==> src/pkg/baud_dma_pkg.sv <==
package baud_dma_pkg;

    // Register byte addresses on the AXI4-Lite slave.
    localparam logic [7:0] addr_divisor_low_byte  = 8'h00;
    localparam logic [7:0] addr_divisor_high_byte = 8'h04;
    localparam logic [7:0] addr_fractional_div    = 8'h08;
    localparam logic [7:0] addr_modem_control     = 8'h0c;
    localparam logic [7:0] addr_fifo_control      = 8'h10;
    localparam logic [7:0] addr_tx_irq_level      = 8'h14;
    localparam logic [7:0] addr_rx_irq_level      = 8'h18;
    localparam logic [7:0] addr_flow_high_mark    = 8'h1c;
    localparam logic [7:0] addr_flow_low_mark     = 8'h20;
    localparam logic [7:0] addr_status            = 8'h24;

    // Field positions.
    localparam int prescale_bit   = 7;
    localparam int fifo_en_bit    = 0;
    localparam int dma_mode_bit   = 3;
    localparam int frac_width     = 4;

    // Reset values.
    localparam logic [7:0] divisor_low_reset  = 8'h01;
    localparam logic [7:0] divisor_high_reset = 8'h00;
    localparam logic [7:0] byte_reg_reset     = 8'h00;

    // Prescale factors and oversampling.
    localparam logic [2:0] prescale_one       = 3'h1;
    localparam logic [2:0] prescale_four      = 3'h4;
    localparam logic [4:0] oversample_ticks   = 5'h10;

    // FIFO depths.
    localparam logic [7:0] depth_normal       = 8'h20;
    localparam logic [7:0] depth_extended     = 8'h80;

    // Receive time-out span, in character times.
    localparam logic [2:0] timeout_chars      = 3'h4;

    // Highest input clock the generator is built for, in MHz.
    localparam int max_input_mhz = 80;

    // AXI responses.
    localparam logic [1:0] resp_okay   = 2'h0;
    localparam logic [1:0] resp_slverr = 2'h2;

endpackage

==> src/design/uart_baud_gen_dma_ready.sv <==
// Behaviour
// RL1: Integer divisor ranges one to 65535.
// RL2: Rate is clock over prescale*16*(N+M/16).
// RL3: Modem control bit 7 selects prescale four.
// RL4: High byte is divisor top, low byte bottom.
// RL5: Fraction M is low four bits.
// RL6: One tick feeds both transmitter and receiver.
// RL7: Generator works up to 80 MHz input.
// RL8: Sixteen ticks make one bit period.
// RL9: FIFO control bit 3 selects DMA signalling.
// RL10: Non-DMA receive ready high only when empty.
// RL11: DMA receive ready rises when FIFO empties.
// RL12: DMA receive ready falls at trigger or time-out.
// RL13: Non-DMA transmit ready high when FIFO holds data.
// RL14: DMA transmit ready rises when FIFO full.
// RL15: DMA transmit ready falls on free location.
// RL16: Receive full at 32, or 128 extended.
// RL17: Transmit full at 32, or 128 extended.
// RL18: Depth change flushes both FIFOs.
// RL19: Time-out after four idle character times.
// RL20: Single-cycle tick with fractional accumulation.
// RL21: Software never programs a zero divisor.
module uart_baud_gen_dma_ready (
    input  wire logic        aclk,
    input  wire logic        aresetn,
    input  wire logic [7:0]  s_axi_awaddr,
    input  wire logic        s_axi_awvalid,
    output logic             s_axi_awready,
    input  wire logic [31:0] s_axi_wdata,
    input  wire logic [3:0]  s_axi_wstrb,
    input  wire logic        s_axi_wvalid,
    output logic             s_axi_wready,
    output logic [1:0]       s_axi_bresp,
    output logic             s_axi_bvalid,
    input  wire logic        s_axi_bready,
    input  wire logic [7:0]  s_axi_araddr,
    input  wire logic        s_axi_arvalid,
    output logic             s_axi_arready,
    output logic [31:0]      s_axi_rdata,
    output logic [1:0]       s_axi_rresp,
    output logic             s_axi_rvalid,
    input  wire logic        s_axi_rready,
    input  wire logic [7:0]  rx_fifo_count,
    input  wire logic [7:0]  tx_fifo_count,
    input  wire logic [7:0]  rx_trigger_level,
    input  wire logic        rx_stop_center,
    input  wire logic        rx_data_read,
    output logic             baud_tick,
    output logic             bit_tick,
    output logic             fifo_flush,
    output logic             rx_timeout,
    output logic             rx_dma_ready,
    output logic             tx_dma_ready
);

    logic [7:0]  divisor_low_r;
    logic [7:0]  divisor_high_r;
    logic [7:0]  fractional_divisor_reg;
    logic [7:0]  modem_control_reg;
    logic [7:0]  fifo_control_reg;
    logic [7:0]  tx_irq_level;
    logic [7:0]  rx_irq_level;
    logic [7:0]  flow_high_mark;
    logic [7:0]  flow_low_mark;

    // Write channel capture: address and data may arrive in either order.
    logic        aw_held_r;
    logic        w_held_r;
    logic [7:0]  aw_addr_r;
    logic [31:0] w_data_r;
    logic [3:0]  w_strb_r;
    logic        bvalid_r;
    logic [1:0]  bresp_r;
    logic        rvalid_r;
    logic [31:0] rdata_r;
    logic [1:0]  rresp_r;

    function automatic logic addr_known(input logic [7:0] a);
        addr_known = (a[1:0] == 2'h0) && (a <= baud_dma_pkg::addr_status);
    endfunction

    assign s_axi_awready = !aw_held_r && !bvalid_r;
    assign s_axi_wready  = !w_held_r && !bvalid_r;
    assign s_axi_arready = !rvalid_r;
    assign s_axi_bvalid  = bvalid_r;
    assign s_axi_bresp   = bresp_r;
    assign s_axi_rvalid  = rvalid_r;
    assign s_axi_rdata   = rdata_r;
    assign s_axi_rresp   = rresp_r;

    wire        aw_take   = s_axi_awvalid && s_axi_awready;
    wire        w_take    = s_axi_wvalid && s_axi_wready;
    wire        aw_have   = aw_held_r || aw_take;
    wire        w_have    = w_held_r || w_take;
    wire        wr_fire   = aw_have && w_have;
    wire [7:0]  wr_addr   = aw_held_r ? aw_addr_r : s_axi_awaddr;
    wire [31:0] wr_data   = w_held_r ? w_data_r : s_axi_wdata;
    wire [3:0]  wr_strb   = w_held_r ? w_strb_r : s_axi_wstrb;
    wire        wr_lane0  = wr_fire && wr_strb[0];
    wire [7:0]  wr_byte   = wr_data[7:0];

    // Each half of a write waits in its holding flag until the other half arrives.
    always_ff @(posedge aclk) begin
        if (!aresetn) begin
            aw_held_r <= 1'b0;
            w_held_r  <= 1'b0;
        end else begin
            aw_held_r <= aw_have && !wr_fire;
            w_held_r  <= w_have && !wr_fire;
        end
    end

    always_ff @(posedge aclk) begin
        if (!aresetn) begin
            aw_addr_r <= 8'h00;
        end else if (aw_take) begin
            aw_addr_r <= s_axi_awaddr;
        end
    end

    always_ff @(posedge aclk) begin
        if (!aresetn) begin
            w_data_r <= 32'h0000_0000;
            w_strb_r <= 4'h0;
        end else if (w_take) begin
            w_data_r <= s_axi_wdata;
            w_strb_r <= s_axi_wstrb;
        end
    end

    // While a response stands both ready outputs stay low, so writes cannot overlap.
    always_ff @(posedge aclk) begin
        if (!aresetn) begin
            bvalid_r <= 1'b0;
            bresp_r  <= baud_dma_pkg::resp_okay;
        end else if (wr_fire) begin
            bvalid_r <= 1'b1;
            bresp_r  <= addr_known(wr_addr) ? baud_dma_pkg::resp_okay
                                            : baud_dma_pkg::resp_slverr;
        end else if (s_axi_bready) begin
            bvalid_r <= 1'b0;
        end
    end

    // Registers; the status word is read-only.
    always_ff @(posedge aclk) begin
        if (!aresetn) begin
            divisor_low_r          <= baud_dma_pkg::divisor_low_reset;
            divisor_high_r         <= baud_dma_pkg::divisor_high_reset;
            fractional_divisor_reg <= baud_dma_pkg::byte_reg_reset;
            modem_control_reg      <= baud_dma_pkg::byte_reg_reset;
            fifo_control_reg       <= baud_dma_pkg::byte_reg_reset;
            tx_irq_level           <= baud_dma_pkg::byte_reg_reset;
            rx_irq_level           <= baud_dma_pkg::byte_reg_reset;
            flow_high_mark         <= baud_dma_pkg::byte_reg_reset;
            flow_low_mark          <= baud_dma_pkg::byte_reg_reset;
        end else if (wr_lane0) begin
            case (wr_addr)
                baud_dma_pkg::addr_divisor_low_byte:  divisor_low_r <= wr_byte; // RL4
                baud_dma_pkg::addr_divisor_high_byte: divisor_high_r <= wr_byte; // RL4
                baud_dma_pkg::addr_fractional_div:    fractional_divisor_reg <= wr_byte;
                baud_dma_pkg::addr_modem_control:     modem_control_reg <= wr_byte;
                baud_dma_pkg::addr_fifo_control:      fifo_control_reg <= wr_byte;
                baud_dma_pkg::addr_tx_irq_level:      tx_irq_level <= wr_byte;
                baud_dma_pkg::addr_rx_irq_level:      rx_irq_level <= wr_byte;
                baud_dma_pkg::addr_flow_high_mark:    flow_high_mark <= wr_byte;
                baud_dma_pkg::addr_flow_low_mark:     flow_low_mark <= wr_byte;
                default: ;
            endcase
        end
    end

    // Fractional baud generator.
    wire [15:0] divisor_n  = {divisor_high_r, divisor_low_r}; // RL4
    wire [3:0]  frac_m     = fractional_divisor_reg[baud_dma_pkg::frac_width-1:0]; // RL5
    wire [2:0]  prescale   = modem_control_reg[baud_dma_pkg::prescale_bit] ?
                             baud_dma_pkg::prescale_four : baud_dma_pkg::prescale_one; // RL3
    // A zero divisor would stall the tick, so it is treated as one.
    wire [15:0] divisor_ok = (divisor_n == 16'h0000) ? 16'h0001 : divisor_n; // RL1 RL21

    // Period in sixteenths of a clock: prescale * (16*N + M); the low nibble is the
    // fraction, carried from tick to tick so the mean period is exact.
    wire [21:0] period_16  = 22'({divisor_ok, frac_m}) * 22'(prescale); // RL2
    logic [21:0] phase_r;
    wire        at_tick    = (phase_r[21:4] == 18'h00001) || (phase_r[21:4] == 18'h00000);
    wire [21:0] phase_nxt  = at_tick ? 22'(period_16 + {18'h0, phase_r[3:0]}) // RL20
                                     : 22'(phase_r - 22'h10);
    logic [3:0] oversample_r;
    logic       tick_r;
    logic       bit_tick_r;

    // Counting runs on the register clock, which is rated to 80 MHz. // RL7
    always_ff @(posedge aclk) begin
        if (!aresetn) begin
            phase_r <= 22'h000010;
            tick_r  <= 1'b0;
        end else begin
            phase_r <= phase_nxt;
            tick_r  <= at_tick; // RL20
        end
    end

    // The bit counter only moves on ticks, so a bit spans sixteen of them.
    always_ff @(posedge aclk) begin
        if (!aresetn) begin
            oversample_r <= 4'h0;
            bit_tick_r   <= 1'b0;
        end else begin
            bit_tick_r <= at_tick && (oversample_r == 4'(baud_dma_pkg::oversample_ticks - 5'h1));
            if (at_tick) begin
                oversample_r <= oversample_r + 4'h1; // RL8
            end
        end
    end

    assign baud_tick = tick_r; // RL6
    assign bit_tick  = bit_tick_r; // RL8

    // FIFO depth and flush on any depth change.
    wire fifo_en    = fifo_control_reg[baud_dma_pkg::fifo_en_bit];
    wire extended   = |{tx_irq_level, rx_irq_level, flow_high_mark, flow_low_mark};
    wire [7:0] depth = extended ? baud_dma_pkg::depth_extended
                                : baud_dma_pkg::depth_normal; // RL16 RL17
    logic fifo_en_r;
    logic extended_r;
    logic flush_r;

    always_ff @(posedge aclk) begin
        if (!aresetn) begin
            fifo_en_r  <= 1'b0;
            extended_r <= 1'b0;
            flush_r    <= 1'b0;
        end else begin
            fifo_en_r  <= fifo_en;
            extended_r <= extended;
            flush_r    <= (fifo_en != fifo_en_r) || (extended != extended_r); // RL18
        end
    end

    assign fifo_flush = flush_r;

    // Receive time-out: four character times counted in bit periods; a character
    // is taken as ten bits, since the frame format lives elsewhere.
    localparam logic [5:0] timeout_bits = 6'(baud_dma_pkg::timeout_chars) * 6'h0a;
    wire  rx_empty = (rx_fifo_count == 8'h00);
    logic [5:0] idle_bits_r;
    logic       timeout_r;

    always_ff @(posedge aclk) begin
        if (!aresetn) begin
            idle_bits_r <= 6'h00;
            timeout_r   <= 1'b0;
        end else if (rx_empty || rx_stop_center || rx_data_read || flush_r) begin
            idle_bits_r <= 6'h00;
            timeout_r   <= 1'b0;
        end else if (bit_tick_r && idle_bits_r != timeout_bits) begin
            idle_bits_r <= idle_bits_r + 6'h01;
            timeout_r   <= (idle_bits_r + 6'h01) == timeout_bits; // RL19
        end
    end

    assign rx_timeout = timeout_r;

    // Ready outputs.
    wire dma_mode   = fifo_control_reg[baud_dma_pkg::dma_mode_bit]; // RL9
    wire rx_trigger = (rx_fifo_count >= rx_trigger_level) || (rx_fifo_count >= depth);
    wire tx_full    = (tx_fifo_count >= depth); // RL17
    wire tx_empty   = (tx_fifo_count == 8'h00);
    logic rx_ready_r;
    logic tx_ready_r;

    // An empty receive FIFO wins over a trigger or time-out seen in the same cycle.
    always_ff @(posedge aclk) begin
        if (!aresetn) begin
            rx_ready_r <= 1'b1;
        end else if (!dma_mode) begin
            rx_ready_r <= rx_empty; // RL10
        end else if (rx_empty) begin
            rx_ready_r <= 1'b1; // RL11
        end else if (rx_trigger || timeout_r) begin
            rx_ready_r <= 1'b0; // RL12
        end
    end

    // In DMA mode transmit ready is high only while the FIFO is full.
    always_ff @(posedge aclk) begin
        if (!aresetn) begin
            tx_ready_r <= 1'b0;
        end else if (!dma_mode) begin
            tx_ready_r <= !tx_empty; // RL13
        end else if (tx_full) begin
            tx_ready_r <= 1'b1; // RL14
        end else begin
            tx_ready_r <= 1'b0; // RL15
        end
    end

    assign rx_dma_ready = rx_ready_r;
    assign tx_dma_ready = tx_ready_r;

    // Read path; status shows live ready, time-out and depth state.
    wire [31:0] status_word = {24'h0, 4'h0, extended, timeout_r, tx_ready_r, rx_ready_r};
    logic [31:0] rd_mux;
    always_comb begin
        case (s_axi_araddr)
            baud_dma_pkg::addr_divisor_low_byte:  rd_mux = {24'h0, divisor_low_r};
            baud_dma_pkg::addr_divisor_high_byte: rd_mux = {24'h0, divisor_high_r};
            baud_dma_pkg::addr_fractional_div:    rd_mux = {24'h0, fractional_divisor_reg};
            baud_dma_pkg::addr_modem_control:     rd_mux = {24'h0, modem_control_reg};
            baud_dma_pkg::addr_fifo_control:      rd_mux = {24'h0, fifo_control_reg};
            baud_dma_pkg::addr_tx_irq_level:      rd_mux = {24'h0, tx_irq_level};
            baud_dma_pkg::addr_rx_irq_level:      rd_mux = {24'h0, rx_irq_level};
            baud_dma_pkg::addr_flow_high_mark:    rd_mux = {24'h0, flow_high_mark};
            baud_dma_pkg::addr_flow_low_mark:     rd_mux = {24'h0, flow_low_mark};
            baud_dma_pkg::addr_status:            rd_mux = status_word;
            default:                              rd_mux = 32'h0000_0000;
        endcase
    end

    wire ar_take = s_axi_arvalid && s_axi_arready;

    always_ff @(posedge aclk) begin
        if (!aresetn) begin
            rvalid_r <= 1'b0;
        end else if (ar_take) begin
            rvalid_r <= 1'b1;
        end else if (s_axi_rready) begin
            rvalid_r <= 1'b0;
        end
    end

    // Data and response are caught with the address, so a later address change is harmless.
    always_ff @(posedge aclk) begin
        if (!aresetn) begin
            rdata_r <= 32'h0000_0000;
            rresp_r <= baud_dma_pkg::resp_okay;
        end else if (ar_take) begin
            rdata_r <= rd_mux;
            rresp_r <= addr_known(s_axi_araddr) ? baud_dma_pkg::resp_okay
                                                : baud_dma_pkg::resp_slverr;
        end
    end

endmodule

==> config.mk <==
export PLATFORM = sky130hd
export DESIGN_NAME = uart_baud_gen_dma_ready
export DESIGN_NICKNAME = d
export VERILOG_FILES = /design/src/pkg/baud_dma_pkg.sv /design/src/design/uart_baud_gen_dma_ready.sv
export SDC_FILE = /design/constraint.sdc
export NUM_CORES = 1
export LEC_CHECK = 0
export BUFFER_PORTS_ARGS = -buffer_cell sky130_fd_sc_hd__buf_2
export CORE_UTILIZATION = 40
export CTS_BUF_LIST = sky130_fd_sc_hd__clkbuf_2 sky130_fd_sc_hd__clkbuf_4 sky130_fd_sc_hd__clkbuf_8
export DETAILED_ROUTE_END_ITERATION = 16
export GPL_ROUTABILITY_DRIVEN = 1
export PLACE_DENSITY = 0.57
export SETUP_SLACK_MARGIN = 0.3
export SLEW_MARGIN = 20
export SYNTH_ARGS = -nofsm -noshare
export SYNTH_HDL_FRONTEND = slang
export SYNTH_SLANG_ARGS = --single-unit
==> constraint.sdc <==
create_clock -name aclk -period 4.2 [get_ports aclk]
set_clock_uncertainty 0.15 [all_clocks]
set_input_delay 0.42 -clock aclk [delete_from_list [all_inputs] [get_ports aclk]]
set_output_delay 0.42 -clock aclk [all_outputs]
set_load 0.05 [all_outputs]
==> flow_metrics.py <==
metrics = {
    "power_and_ir_drop": {
        "seqPwrFrac_pct": 43.7,
        "p_sw_share_pct": 33.6,
        "peakVddDrop_mv": 0.166,
        "p_per_area_nw_per_um2": 361,
        "combPwrFrac_pct": 24.1,
        "intPower_mw": 2.30,
        "power_switching_mw": 1.16,
        "leakage_nw": 4.55,
        "pwr-share-clk_pct": 32.2,
    },
    "detailed_routing": {
        "first_pass_iters": 5,
        "route.detailed.drc": 0,
        "num_vias": 7262,
        "vias_per_cell": 5.35,
        "drtIter0Drc": 342,
        "routedWlPerCell_um": 15.4,
        "final_antenna_net_count": 0,
        "wl_um": 20800,
    },
    "logic_synthesis": {
        "synth_ff_type": "dfxtp_1",
        "synth_top_area_share_pct": 33.4,
        "yosys-top-cells-count": "nand2_1, dfxtp_1, ha_1, o211a_1, nor2_1",
        "ys_ff_latch": 143,
        "yosys-top-cells-area": "dfxtp_1, ha_1, nand2_1",
        "syn_area_per_cell_um2": 8.65,
        "synthCells": 992,
        "ys_async_sr_fraction_pct": 0,
        "synth_largest_area_cell": "dfxtp_1",
        "ys_types": 69,
        "yosys_warnings": 0,
        "synth_edf_count": 0,
        "syn_area_um2": 8580,
        "seq_area_frac_synth_pct": 33.4,
        "synth.most_common_cell": "nand2_1",
    },
    "critical_path": {
        "arrival_ns": 3.85,
        "timing.rr.start": "divisor_high_r[2]",
        "crit_end": "phase_r[21]",
        "required_ns": 4.43,
        "reg2reg_to": "phase_r[21]",
        "rr_worst_depth": 13,
        "critPathLaunch": "divisor_high_r[2]",
        "rrSetupSlack_ns": 0.58,
        "cp-start-kind": "register",
        "worst-path-max-fanout": 5,
        "end_kind": "register",
        "worstSetupPathType": "reg -> reg",
    },
    "clock_network": {
        "clockBufferDepth": 2,
        "cts_hold_buf": 0,
        "cts_sinks": 143,
        "htree_levels": 4,
        "clkTransAtPathRegs_ns": 0.08,
        "cts_buffers": 17,
        "clkLatencyLatePin_ns": 0.46,
        "clockRootBuffer": "clkbuf_8",
        "cts_tree": "built",
    },
    "sta": {
        "rsz0062_at_grt": "false",
        "relSlewSlack_pct": 23.1,
        "fin_crit_sh_pct": 86.3,
        "slew_viol_final": 0,
        "period_minus_slack_ns": 3.62,
        "fmax_mhz": 276,
        "finalSetupTns_ns": 0,
        "worstMarginPinSlew_ns": 1.12,
        "setup_viol": 0,
        "hold_viol_final": 0,
    },
    "finish": {
        "nFillCells": 2101,
        "multi_input_area_um2": 5410,
        "register_area_um2": 2860,
        "fin_cells": 1357,
        "top_register": "phase_r",
        "syn2layout_area_growth_pct": 11.6,
        "diodes": 0,
        "drive_gt1_share_pct": 15.5,
        "largest_reg_flops": 22,
        "nNetsFinal": 1216,
    },
    "placed_design": {
        "dp_cells": 1325,
        "io_buffers": 78,
        "gp_congestion": 0.865,
        "post-dp-hpwl_um": 15000,
    },
    "global_routing": {
        "grt_max_degree": 74,
        "grt.total_usage_pct": 19.8,
        "antenna_found_initial": 0,
        "grt_pass1_wl_um": 34500,
        "grt-ovfl-total": 0,
        "grt_pass1_vias": 6754,
    },
    "floorplanning": {
        "fp.dieArea_um2": 22000,
        "die_height_um": 148,
        "start_util_pct": 40.8,
        "core_area_um2": 21000,
        "row_count": 53,
        "die_w_um": 148,
        "boundaryPins": 132,
    },
    "run_status": {
        "outcome": "finished, final reports clean",
    },
    "run": {
        "cap_viol_max_count": 0,
    },
    "hold_path": {
        "min_path_type": "in -> reg",
    },
}
==> metal layers <==
layer	global-route usage (%)	share of wire [%]	vias up
li1	-	-	3651
met1	27.7	50	3406
met2	31.0	44	185
met3	3.50	5.2	20
met4	5.41	1.1	0
met5	0	0	-
==> cells by family after synthesis <==
kind of cell	share of synthesized area, %
buffers and inverters	5.63
AND/OR/NAND/NOR	21.2
XOR/XNOR	4.08
flip-flops	33.4
adder cells (fa/ha/maj)	9.21
AO/OA/AOI/OAI	19.8
multiplexers	6.71
other	0.0437
==> how the worst min path moves through the flow <==
stage	start	to	slack, ns	cells past startpoint
2_1_floorplan	oversample_r[3]	bit_tick	0.28	2
3_3_place_gp	s_axi_rdata[6]	s_axi_rdata[6]	0.29	2
3_5_place_dp	s_axi_rdata[5]	s_axi_rdata[5]	0.29	2
4_1_cts	s_axi_arvalid	s_axi_rvalid	0.03	2
5_1_grt	s_axi_arvalid	s_axi_rvalid	0.04	2
6_report	s_axi_arvalid	s_axi_rvalid	0.06	2
==> repair_timing <==
action,in CTS,in global routing
setup buffers,0,0
gates resized for setup,0,4
setup endpoints to repair,0,7
==> critical path, cell delays in order, from the launching register on <==
cell and delay [ns]:
dfxtp_1 0.37, nor4_2 0.33, a41oi_1 0.21, nor2_1 0.14, ha_1 0.24, ha_1 0.31
ha_1 0.35, nand2_1 0.13, o211ai_1 0.12, a21oi_1 0.28, o31ai_1 0.19, nor3_1 0.26
or3b_1 0.37, o211ai_1 0.09
==> cell usage in the layout (no fill, tap or decap), types with 12 or more instances in the layout <==
| cell | n |
|---|---|
| a21boi_0 | 27 |
| a21oi_1 | 40 |
| and2_1 | 29 |
| buf_2 | 77 |
| buf_4 | 14 |
| clkbuf_8 | 17 |
| conb_1 | 41 |
| dfxtp_1 | 143 |
| ha_1 | 60 |
| inv_1 | 20 |
| mux2_2 | 20 |
| mux2i_1 | 24 |
| nand2_1 | 162 |
| nand3_1 | 13 |
| nor2_1 | 52 |
| nor2b_1 | 19 |
| nor3_1 | 21 |
| nor4_1 | 15 |
| o211a_1 | 54 |
| o21ai_0 | 46 |
| o22ai_1 | 12 |
| xnor2_1 | 19 |
| xor2_1 | 21 |
==> through the flow <==
stage          setup slack (ns)  total power [mW]  util [%]  hold WS (ns)  instance area [µm²]
6_report                  0.576              3.46      45.6        0.0589                 9580
5_1_grt                   0.316              3.67      45.6        0.0387                 9580
4_1_cts                   0.527              3.50      45.5        0.0286                 9560
3_5_place_dp              0.556              2.38      43.6         0.293                 9160
3_3_place_gp              0.565              2.37      43.6         0.290                 9160
2_1_floorplan             0.660              2.21         -         0.284                 8730
==> power groups by stage <==
stage	Clock [mW]	Combinational (mW)	Sequential (mW)
final	1.12	0.833	1.51
after global routing	1.21	0.932	1.53
after CTS	1.15	0.834	1.51
after detailed placement	0	0.832	1.54
after global placement	0	0.825	1.54
after floorplan	0	0.654	1.55
==> final cells by class <==
type,count,area share [%]
Multi-Input combinational cell,796,56.5
Sequential cell,143,29.9
Timing Repair Buffer,91,5.12
Tap cell,275,3.59
Clock buffer,21,2.76
Clock inverter,11,1.40
Inverter,20,0.784
No activity file was read; power rests on OpenSTA's default activity.
